`src/pkg/serial_parallel_pkg.sv`:
```
// shared constants and carrier types for the mode 1 register bank
package serial_parallel_pkg;
  // ----------------------------------------
  // address map
  // ----------------------------------------
  localparam logic [5:0] ADDR_MAIN_CONTROL = 6'h20;
  localparam logic [5:0] ADDR_LOOP_OUTPUT = 6'h21;
  localparam logic [5:0] ADDR_VECTOR = 6'h22;
  localparam logic [5:0] ADDR_P1_FLAGS = 6'h24;
  localparam logic [5:0] ADDR_P2_FLAGS = 6'h25;
  localparam logic [5:0] ADDR_P1_IMAGE = 6'h26;
  localparam logic [5:0] ADDR_P2_IMAGE = 6'h27;
  localparam logic [5:0] ADDR_P1_MASK = 6'h28;
  localparam logic [5:0] ADDR_P2_MASK = 6'h29;
  localparam logic [5:0] ADDR_P1_COMPARE = 6'h2a;
  localparam logic [5:0] ADDR_P2_COMPARE = 6'h2b;
  localparam logic [5:0] ADDR_P1_CHANNEL = 6'h2c;
  localparam logic [5:0] ADDR_P2_CHANNEL = 6'h2d;
  // ----------------------------------------
  // main control field positions
  // ----------------------------------------
  localparam int BIT_P1_ENABLE = 0;
  localparam int BIT_P2_ENABLE = 1;
  localparam int BIT_P1_KIND = 2;
  localparam int BIT_P2_KIND = 3;
  localparam int BIT_PAGE = 4;
  localparam int BIT_RAM_SIZE = 5;
  localparam int BIT_CLEAR = 6;
  localparam logic [7:0] MAIN_CONTROL_WMASK = 8'h7f;
  localparam logic [4:0] CHANNELS_SHORT = 5'h18;
  localparam int RAM_DEPTH = 32;
  // ----------------------------------------
  // reset values
  // ----------------------------------------
  localparam logic [7:0] RST_BYTE = 8'h00;
  localparam logic [3:0] RST_NIBBLE = 4'h0;
  localparam logic [5:0] RST_VECTOR_HIGH = 6'h00;
  // ----------------------------------------
  // carriers
  // ----------------------------------------
  typedef struct packed {
    logic cs_n;
    logic ds_n;
    logic read_not_write;
    logic iack_n;
    logic [5:0] addr;
    logic [7:0] wdata;
  } bus_in_s;
  typedef struct packed {
    logic hit;
    logic [7:0] flags;
    logic [7:0] image;
  } path_event_s;
  typedef struct packed {
    logic enable;
    logic kind;
    logic [7:0] mask;
    logic [7:0] compare;
    logic [7:0] channel;
  } path_cfg_s;
  typedef struct packed {
    logic en;
    logic [4:0] chan;
    logic [7:0] data;
  } ram_wr_s;
endpackage : serial_parallel_pkg

```
`src/design/serial_parallel_mode1_regs.sv`:
```
// mode 1 register bank, channel rams and address decode
//
// Contract
// - With page select clear and 32 channels, reads at 0 to 31 return the receive buffer byte and writes fill transmit buffer zero.
// - The page select bit (control bit 4) steers channel writes to transmit buffer one while reads stay on receive.
// - Flag and captured-byte registers at 0x24 to 0x27 are read-only and ignore writes.
// - Each path has a read/write mask at 0x28/0x29 and a compare byte at 0x2a/0x2b.
// - Each path has a read/write channel select at 0x2c/0x2d.
// - Writing one to control bit 6 clears both flag and captured-byte registers.
// - Control bit 6 returns to zero by itself once that clear is done.
// - Control bit 5 sizes all three rams: zero for 32 channels, one for 24 channels.
// - Control bit 3 picks static (0) or dynamic (1) generation for path two.
// - Control bit 2 picks static (0) or dynamic (1) generation for path one.
// - Control bit 1 must be one for path two to raise an interrupt.
// - Control bit 0 must be one for path one to raise an interrupt.
// - Reading a captured-byte register clears it.
// - Vector bits 1:0 mark the interrupting path and bits 7:2 hold the written value.
module serial_parallel_mode1_regs (
  input wire logic sys_clk,
  input wire logic rst_n,
  input wire serial_parallel_pkg::bus_in_s bus_in,
  output logic [7:0] rdata,
  output logic rdata_oe,
  output logic dtack_n,
  output logic irq_n,
  input wire serial_parallel_pkg::ram_wr_s rx_wr,
  input wire logic [4:0] tx_rd_chan,
  output logic [7:0] tx0_rd_data,
  output logic [7:0] tx1_rd_data,
  input wire serial_parallel_pkg::path_event_s path1_event,
  input wire serial_parallel_pkg::path_event_s path2_event,
  output serial_parallel_pkg::path_cfg_s path1_cfg,
  output serial_parallel_pkg::path_cfg_s path2_cfg,
  output logic ram_size_select,
  output logic [3:0] loop_output_config
);
  import serial_parallel_pkg::*;

  // ----------------------------------------
  // storage
  // ----------------------------------------
  logic [7:0] receive_buffer [RAM_DEPTH];
  logic [7:0] transmit_buffer_zero [RAM_DEPTH];
  logic [7:0] transmit_buffer_one [RAM_DEPTH];
  logic [7:0] main_control_ff;
  logic [3:0] loop_output_control_ff;
  logic [5:0] vector_high_ff;
  logic path1_vector_flag_ff, path2_vector_flag_ff;
  logic [7:0] path1_flags_ff, path2_flags_ff, path1_image_ff, path2_image_ff;
  logic [7:0] path1_mask_ff, path2_mask_ff, path1_compare_ff, path2_compare_ff;
  logic [7:0] path1_channel_ff, path2_channel_ff;
  logic [7:0] rdata_ff, tx0_rd_ff, tx1_rd_ff;
  logic busy_ff, dtack_ff;
  logic [7:0] nxt_rdata;

  // ----------------------------------------
  // access detect and decode
  // ----------------------------------------
  wire logic chip_sel = !bus_in.ds_n && (!bus_in.cs_n || !bus_in.iack_n);
  wire logic start = chip_sel && !busy_ff;
  wire logic vec_cycle = !bus_in.iack_n;
  wire logic rd = start && bus_in.read_not_write;
  wire logic wr = start && !bus_in.read_not_write && !vec_cycle;
  wire logic [5:0] a = bus_in.addr;
  wire logic ram_hit = !a[5];
  wire logic transmit_page_select = main_control_ff[BIT_PAGE];
  wire logic chan_ok = !main_control_ff[BIT_RAM_SIZE] || (a[4:0] < CHANNELS_SHORT);
  wire logic wr_tx0 = wr && ram_hit && chan_ok && !transmit_page_select;
  wire logic wr_tx1 = wr && ram_hit && chan_ok && transmit_page_select;
  wire logic wr_main = wr && (a == ADDR_MAIN_CONTROL);
  wire logic wr_loop = wr && (a == ADDR_LOOP_OUTPUT);
  wire logic wr_vec = wr && (a == ADDR_VECTOR);
  wire logic wr_p1_mask = wr && (a == ADDR_P1_MASK);
  wire logic wr_p2_mask = wr && (a == ADDR_P2_MASK);
  wire logic wr_p1_cmp = wr && (a == ADDR_P1_COMPARE);
  wire logic wr_p2_cmp = wr && (a == ADDR_P2_COMPARE);
  wire logic wr_p1_chan = wr && (a == ADDR_P1_CHANNEL);
  wire logic wr_p2_chan = wr && (a == ADDR_P2_CHANNEL);
  wire logic rd_p1_flags = rd && !vec_cycle && (a == ADDR_P1_FLAGS);
  wire logic rd_p2_flags = rd && !vec_cycle && (a == ADDR_P2_FLAGS);
  wire logic rd_p1_image = rd && !vec_cycle && (a == ADDR_P1_IMAGE);
  wire logic rd_p2_image = rd && !vec_cycle && (a == ADDR_P2_IMAGE);
  wire logic clear_all = main_control_ff[BIT_CLEAR];
  wire logic p1_take = path1_event.hit && main_control_ff[BIT_P1_ENABLE];
  wire logic p2_take = path2_event.hit && main_control_ff[BIT_P2_ENABLE];
  wire logic [7:0] vector_word = {vector_high_ff, path2_vector_flag_ff, path1_vector_flag_ff};
  wire logic [7:0] rx_probe = receive_buffer[a[4:0]];
  wire logic [7:0] tx0_probe = transmit_buffer_zero[a[4:0]];
  wire logic [7:0] tx1_probe = transmit_buffer_one[a[4:0]];

  // read mux; unmapped and short-mode channels read zero
  always_comb begin
    nxt_rdata = RST_BYTE;
    if (vec_cycle) begin
      nxt_rdata = vector_word;
    end else if (ram_hit) begin
      nxt_rdata = chan_ok ? rx_probe : RST_BYTE;
    end else if (a == ADDR_MAIN_CONTROL) begin
      nxt_rdata = main_control_ff;
    end else if (a == ADDR_LOOP_OUTPUT) begin
      nxt_rdata = {4'h0, loop_output_control_ff};
    end else if (a == ADDR_VECTOR) begin
      nxt_rdata = vector_word;
    end else if (a == ADDR_P1_FLAGS) begin
      nxt_rdata = path1_flags_ff;
    end else if (a == ADDR_P2_FLAGS) begin
      nxt_rdata = path2_flags_ff;
    end else if (a == ADDR_P1_IMAGE) begin
      nxt_rdata = path1_image_ff;
    end else if (a == ADDR_P2_IMAGE) begin
      nxt_rdata = path2_image_ff;
    end else if (a == ADDR_P1_MASK) begin
      nxt_rdata = path1_mask_ff;
    end else if (a == ADDR_P2_MASK) begin
      nxt_rdata = path2_mask_ff;
    end else if (a == ADDR_P1_COMPARE) begin
      nxt_rdata = path1_compare_ff;
    end else if (a == ADDR_P2_COMPARE) begin
      nxt_rdata = path2_compare_ff;
    end else if (a == ADDR_P1_CHANNEL) begin
      nxt_rdata = path1_channel_ff;
    end else if (a == ADDR_P2_CHANNEL) begin
      nxt_rdata = path2_channel_ff;
    end
  end

  // ----------------------------------------
  // bus handshake
  // ----------------------------------------
  // one access per strobe; acknowledge held until strobe drops
  always_ff @(posedge sys_clk or negedge rst_n) begin
    if (!rst_n) begin
      busy_ff <= 1'b0;
      dtack_ff <= 1'b0;
      rdata_ff <= RST_BYTE;
    end else begin
      busy_ff <= chip_sel;
      dtack_ff <= chip_sel;
      if (rd) begin
        rdata_ff <= nxt_rdata;
      end
    end
  end

  assign dtack_n = !(dtack_ff && chip_sel);
  assign rdata_oe = dtack_ff && chip_sel && bus_in.read_not_write;
  assign rdata = rdata_ff;

  // ----------------------------------------
  // channel rams
  // ----------------------------------------
  // serial side fills receive, bus fills transmit pages; no reset on data
  always_ff @(posedge sys_clk) begin
    if (rx_wr.en) begin
      receive_buffer[rx_wr.chan] <= rx_wr.data;
    end
    if (wr_tx0) begin
      transmit_buffer_zero[a[4:0]] <= bus_in.wdata;
    end
    if (wr_tx1) begin
      transmit_buffer_one[a[4:0]] <= bus_in.wdata;
    end
    tx0_rd_ff <= transmit_buffer_zero[tx_rd_chan];
    tx1_rd_ff <= transmit_buffer_one[tx_rd_chan];
  end

  assign tx0_rd_data = tx0_rd_ff;
  assign tx1_rd_data = tx1_rd_ff;

  // ----------------------------------------
  // control and configuration registers
  // ----------------------------------------
  // clear bit lives one cycle, then drops by itself
  always_ff @(posedge sys_clk or negedge rst_n) begin
    if (!rst_n) begin
      main_control_ff <= RST_BYTE;
      loop_output_control_ff <= RST_NIBBLE;
      vector_high_ff <= RST_VECTOR_HIGH;
    end else begin
      if (wr_main) begin
        main_control_ff <= bus_in.wdata & MAIN_CONTROL_WMASK;
      end else if (clear_all) begin
        main_control_ff[BIT_CLEAR] <= 1'b0;
      end
      if (wr_loop) begin
        loop_output_control_ff <= bus_in.wdata[3:0];
      end
      if (wr_vec) begin
        vector_high_ff <= bus_in.wdata[7:2];
      end
    end
  end

  // per-path set-up registers; all other write addresses fall through
  always_ff @(posedge sys_clk or negedge rst_n) begin
    if (!rst_n) begin
      path1_mask_ff <= RST_BYTE;
      path2_mask_ff <= RST_BYTE;
      path1_compare_ff <= RST_BYTE;
      path2_compare_ff <= RST_BYTE;
      path1_channel_ff <= RST_BYTE;
      path2_channel_ff <= RST_BYTE;
    end else begin
      if (wr_p1_mask) path1_mask_ff <= bus_in.wdata;
      if (wr_p2_mask) path2_mask_ff <= bus_in.wdata;
      if (wr_p1_cmp) path1_compare_ff <= bus_in.wdata;
      if (wr_p2_cmp) path2_compare_ff <= bus_in.wdata;
      if (wr_p1_chan) path1_channel_ff <= bus_in.wdata;
      if (wr_p2_chan) path2_channel_ff <= bus_in.wdata;
    end
  end

  // ----------------------------------------
  // flags, captured bytes, vector marks
  // ----------------------------------------
  // an arriving event beats a clear in the same cycle; no bus write path here
  always_ff @(posedge sys_clk or negedge rst_n) begin
    if (!rst_n) begin
      path1_flags_ff <= RST_BYTE;
      path2_flags_ff <= RST_BYTE;
      path1_image_ff <= RST_BYTE;
      path2_image_ff <= RST_BYTE;
      path1_vector_flag_ff <= 1'b0;
      path2_vector_flag_ff <= 1'b0;
    end else begin
      if (p1_take) begin
        path1_flags_ff <= path1_flags_ff | path1_event.flags;
        path1_vector_flag_ff <= 1'b1;
      end else if (clear_all || rd_p1_flags) begin
        path1_flags_ff <= RST_BYTE;
        path1_vector_flag_ff <= 1'b0;
      end
      if (p2_take) begin
        path2_flags_ff <= path2_flags_ff | path2_event.flags;
        path2_vector_flag_ff <= 1'b1;
      end else if (clear_all || rd_p2_flags) begin
        path2_flags_ff <= RST_BYTE;
        path2_vector_flag_ff <= 1'b0;
      end
      if (p1_take) begin
        path1_image_ff <= path1_event.image;
      end else if (clear_all || rd_p1_image) begin
        path1_image_ff <= RST_BYTE;
      end
      if (p2_take) begin
        path2_image_ff <= path2_event.image;
      end else if (clear_all || rd_p2_image) begin
        path2_image_ff <= RST_BYTE;
      end
    end
  end

  // ----------------------------------------
  // configuration outputs
  // ----------------------------------------
  assign ram_size_select = main_control_ff[BIT_RAM_SIZE];
  assign loop_output_config = loop_output_control_ff;
  assign path1_cfg = {main_control_ff[BIT_P1_ENABLE], main_control_ff[BIT_P1_KIND],
                      path1_mask_ff, path1_compare_ff, path1_channel_ff};
  assign path2_cfg = {main_control_ff[BIT_P2_ENABLE], main_control_ff[BIT_P2_KIND],
                      path2_mask_ff, path2_compare_ff, path2_channel_ff};
  assign irq_n = !(path1_vector_flag_ff || path2_vector_flag_ff);
endmodule // serial_parallel_mode1_regs

```
`config.mk`:
```
export PLATFORM = sky130hd
export DESIGN_NAME = serial_parallel_mode1_regs
export DESIGN_NICKNAME = d
export VERILOG_FILES = /design/src/pkg/serial_parallel_pkg.sv /design/src/design/serial_parallel_mode1_regs.sv
export SDC_FILE = /design/constraint.sdc
export NUM_CORES = 1
export LEC_CHECK = 0
export ABC_AREA = 1
export BUFFER_PORTS_ARGS = -buffer_cell sky130_fd_sc_hd__clkbuf_2
export CORE_UTILIZATION = 24
export DETAILED_ROUTE_END_ITERATION = 8
export GPL_ROUTABILITY_DRIVEN = 0
export PLACE_DENSITY = 0.5
export SYNTH_ARGS = -nofsm -noshare
export SYNTH_HDL_FRONTEND = slang
export SYNTH_SLANG_ARGS = --single-unit
```
`constraint.sdc`:
```
create_clock -name sys_clk -period 2.4 [get_ports sys_clk]
set_clock_uncertainty 0.1 [all_clocks]
set_input_delay 0.48 -clock sys_clk [delete_from_list [all_inputs] [get_ports sys_clk]]
set_output_delay 0.48 -clock sys_clk [all_outputs]
set_load 0.1 [all_outputs]
```
==> impl_summary.md <==
Timing
The number of slew-limit violations in the final report came to 0. The fraction of the cycle the final worst path needs is 96.9%. The maximum achievable frequency is 430 MHz.

On the final layout, the worst hold slack is 0.126 ns. The worst-case headroom to the max-slew limit is 44.7%. For the pin with the worst max-slew slack, the measured transition is 0.829 ns. Setup repair after global routing left no endpoint under its margin.

The final number of hold-violating endpoints is 0. Once routing completed, OpenROAD measured the worst setup slack at 0.0749 ns. The count of endpoints failing setup in the final report is 0.

The clock period minus worst slack is 2.33 ns.

Critical path
For this run, the slowest stage of the critical path takes 0.52 ns. Among cell families on the critical path, the largest total delay comes from flip-flops. The kind of launch point of the worst setup path is a flip-flop.

The critical path in this run is classified as flip-flop to primary output. The peak fanout along the critical path is 3. For the worst setup path, the data required time is 1.82 ns.

The worst setup path is captured at a primary output. Counting both buffers and inverters, the worst setup path holds a total of 1. The worst endpoint data arrival time is 1.75 ns. Walking the worst path, the cells encountered are clkbuf_2. Among all stages on the critical path, the largest delay is contributed by dfrtp_1.

Die
The die is 386 um wide. In this run the count of I/O pins placed on the die edge is 157. Row generation in the floorplan step produced 140 rows. The die covers 149000 um^2. Once the floorplan was initialized, standard cells occupied 24.3% of the core. From bottom edge to top edge, the die measures 386 um.

The core region is 146000 um^2.

Logic synthesis
Of the post-synthesis cell area, the dominant cell type holds 65.2%. Counting every net in the synthesized netlist gives 2941. The Yosys step of the flow raised 0 warnings. The average footprint of a synthesized cell is 12.3 um^2.

Sorting the synthesized cells by area gives the leading types as edfxtp_1, dfrtp_1, o21ai_0, nand2_1, nor2_1. The number of different library cells in the post-synthesis netlist is 31. The sequential element share of the synthesized area is 73.7%.

The most used flip-flop cell after synthesis is edfxtp_1. Yosys mapped a number of flops with a built-in enable equal to 768. The gate count after technology mapping is 2868. Counting flops with an async set or reset pin after synthesis yields a share of 12.1%. edfxtp_1 takes more of the synthesized area than any other cell. The flip-flop and latch count after synthesis is 892. In this run the cell area of the synthesized design comes to 35400 um^2.

Power and ir drop
The ratio of total power to cell area is 783 nW/um^2. The design draws 34.5 mW. Across the VDD grid, the largest voltage drop is 583 uV. The reported leakage power is 15.5 nW.

Clock tree
The level count of the clock H-tree is 3. The insertion delay to the later sink of the worst-skew pair is 0.70 ns. The maximum clock insertion buffer count is 3. In this run the clock root is driven by a clkbuf_16. The total clock sinks is 892. Clock tree synthesis inserted a total of 92 buffers. The CTS tree is built.

The clock transition at the register clock pins on the worst setup and hold paths after CTS is 0.07 ns.

GRT
The pin count of the biggest net entering global routing is 59. The number of antenna violations at the first check in global routing is 4. The via count of the first global-routing pass was 24000. The first global-routing pass estimated 165000 um of wire. For this run, the total global-route usage over all layers was measured as 15.1%.

For this run the aggregate overflow at the end of global routing stands at 0.

Place
The HPWL after detailed placement is 77200 um. In this run the tool buffered the top-level ports with 156 buffer cells. Timing analysis after detailed placement gives a worst setup slack of -0.366 ns.

The placed instance count is 5082. Once placement finished, the instance area stood at 40800 um^2.

Routing
Dividing the detail-routed wire length by the instance count gives 21.5 um. The detail-routed via count per cell is 4.65. The count of vias placed by the detailed router is 24600. The total wire length after detailed routing is 114000 um.

Once detail routing completed, the nets flagged for antenna violations numbered 0. After the first detailed-routing iteration, the DRC count stood at 2317. In the routed design, unresolved DRC markers number 0. The first TritonRoute pass finished after 5 iterations.

Layout
The cell area after layout is 44100 um^2. In the final design database the tool counted 3368 nets. From synthesis to final layout, the design area changed by 24.6%. The final standard cell count with taps included and fillers excluded is 5288. The number of inserted filler cells in the final layout is 14900. Cells with a size suffix above 1 make up 18.6% of the layout.

Outcome
The run finished with clean final reports.

Flow run
The tool flagged a number of max-cap violations equal to 0.

Hold path
The worst hold path class is input port to asynchronous set/reset pin.
-- Yosys cell counts, drive strengths merged, types with 7 or more instances --
library cell    n
edfxtp        768
nand2         464
nor2          425
o21ai         368
clkbuf        125
dfrtp         108
inv            94
o221ai         92
nand3          89
a22oi          78
a21oi          44
buf            44
nand4          40
o22ai          36
nor3           35
a31oi          16
dfxtp          16
a32oi          12
a32o            7
-- routing by layer --
layer  global-route usage (%)  vias up  routed length (um)
met5                        0        -                   8
met3                     3.43      157                8140
li1                         -    11300                   -
met4                     4.06        2                2670
met2                     23.7      829               52400
met1                     20.8    12300               50400
-- stage by stage --
stage	setup TNS (ns)	util (%)
floorplan	-50.26	-
CTS	0	30.2
global route	0	30.2
global placement	-46.32	28.0
detailed placement	-47.47	28.0
finish	0	30.2
-- logic make-up (layout without fill, tap and decap cells) --
| group | count (synthesis) | in the layout | share of synthesized area [%] |
|---|---|---|---|
| other | 0 | 4 | 0 |
| AOI/OAI and AO/OA | 653 | 653 | 11.2 |
| DFF | 892 | 892 | 73.7 |
| buffers and inverters | 266 | 765 | 3.02 |
| and+or+nand+nor | 1057 | 1057 | 12.1 |
-- final cells by class --
class	count	area (um^2)	share of cell area [%]
inverters	97	370	0.840
clock inverters	43	408	0.925
well taps	1917	2400	5.44
repair buffers	502	4050	9.18
clock buffers	123	2510	5.70
multi-input cells	1710	8260	18.7
diodes	4	10.0	0.0227
flip-flops and latches	892	26100	59.2
-- timing repair --
| item | in CTS | in global routing |
|---|---|---|
| pin swaps | 0 | 0 |
| gates cloned | 0 | 0 |
| buffers inserted | 0 | 0 |
| setup endpoints to repair | 1 | 1 |
| resized for setup | 1 | 1 |
| hold endpoints to repair | 143 | 0 |
| hold buffers | 36 | 0 |
-- registers in the layout, summed over array words and instances (netlist names) --
| signal | count |
|---|---|
| receive_buffer | 256 |
| transmit_buffer_one | 256 |
| transmit_buffer_zero | 256 |
| path1_channel_ff | 8 |
| path1_compare_ff | 8 |
| path1_flags_ff | 8 |
| path1_image_ff | 8 |
| path1_mask_ff | 8 |
| path2_channel_ff | 8 |
| path2_compare_ff | 8 |
| path2_flags_ff | 8 |
| path2_image_ff | 8 |
| path2_mask_ff | 8 |
| rdata | 8 |
| tx0_rd_data | 8 |
| tx1_rd_data | 8 |
| main_control_ff | 7 |
| vector_high_ff | 6 |
| loop_output_config | 4 |
| dtack_ff | 1 |
| path1_vector_flag_ff | 1 |
| path2_vector_flag_ff | 1 |
-- placed cells by master, fill, tap and decap left out, types with 40 or more instances in the layout --
cell type | netlist | layout
edfxtp_1 | 768 | 768
buf_12 | 0 | 45
a22oi_1 | 78 | 78
clkbuf_16 | 0 | 94
o221ai_1 | 92 | 92
nand4_1 | 40 | 40
a21oi_1 | 42 | 42
nand3_1 | 89 | 89
nand2_1 | 463 | 463
o21ai_0 | 366 | 366
buf_4 | 11 | 268
inv_1 | 84 | 82
dfrtp_1 | 108 | 108
clkbuf_2 | 0 | 150
nor2_1 | 415 | 413
-- final timing paths --
path | startpoint | endpoint | slack, ns | cells after the start
worst max-delay path | path1_channel_ff[4] | path1_cfg[4] | 0.07 | 1
worst min-delay path | rst_n | path2_image_ff[5] | 0.13 | 2
worst max register to register | dtack_ff | transmit_buffer_one[23][5] | 0.30 | 6
worst min register to register | vector_high_ff[1] | vector_high_ff[1] | 0.39 | 2
max in group asynchronous | rst_n | path1_vector_flag_ff | 1.44 | 3
min in group sys_clk | rx_wr[3] | receive_buffer[22][3] | 0.24 | 2
-- report_power, final --
group | internal, mW | switching [mW]
Sequential | 17.1 | 0.192
Combinational | 0.833 | 2.30
Clock | 8.01 | 6.10
Total | 25.9 | 8.59
Note: power is estimated with default switching activity, not from simulation.
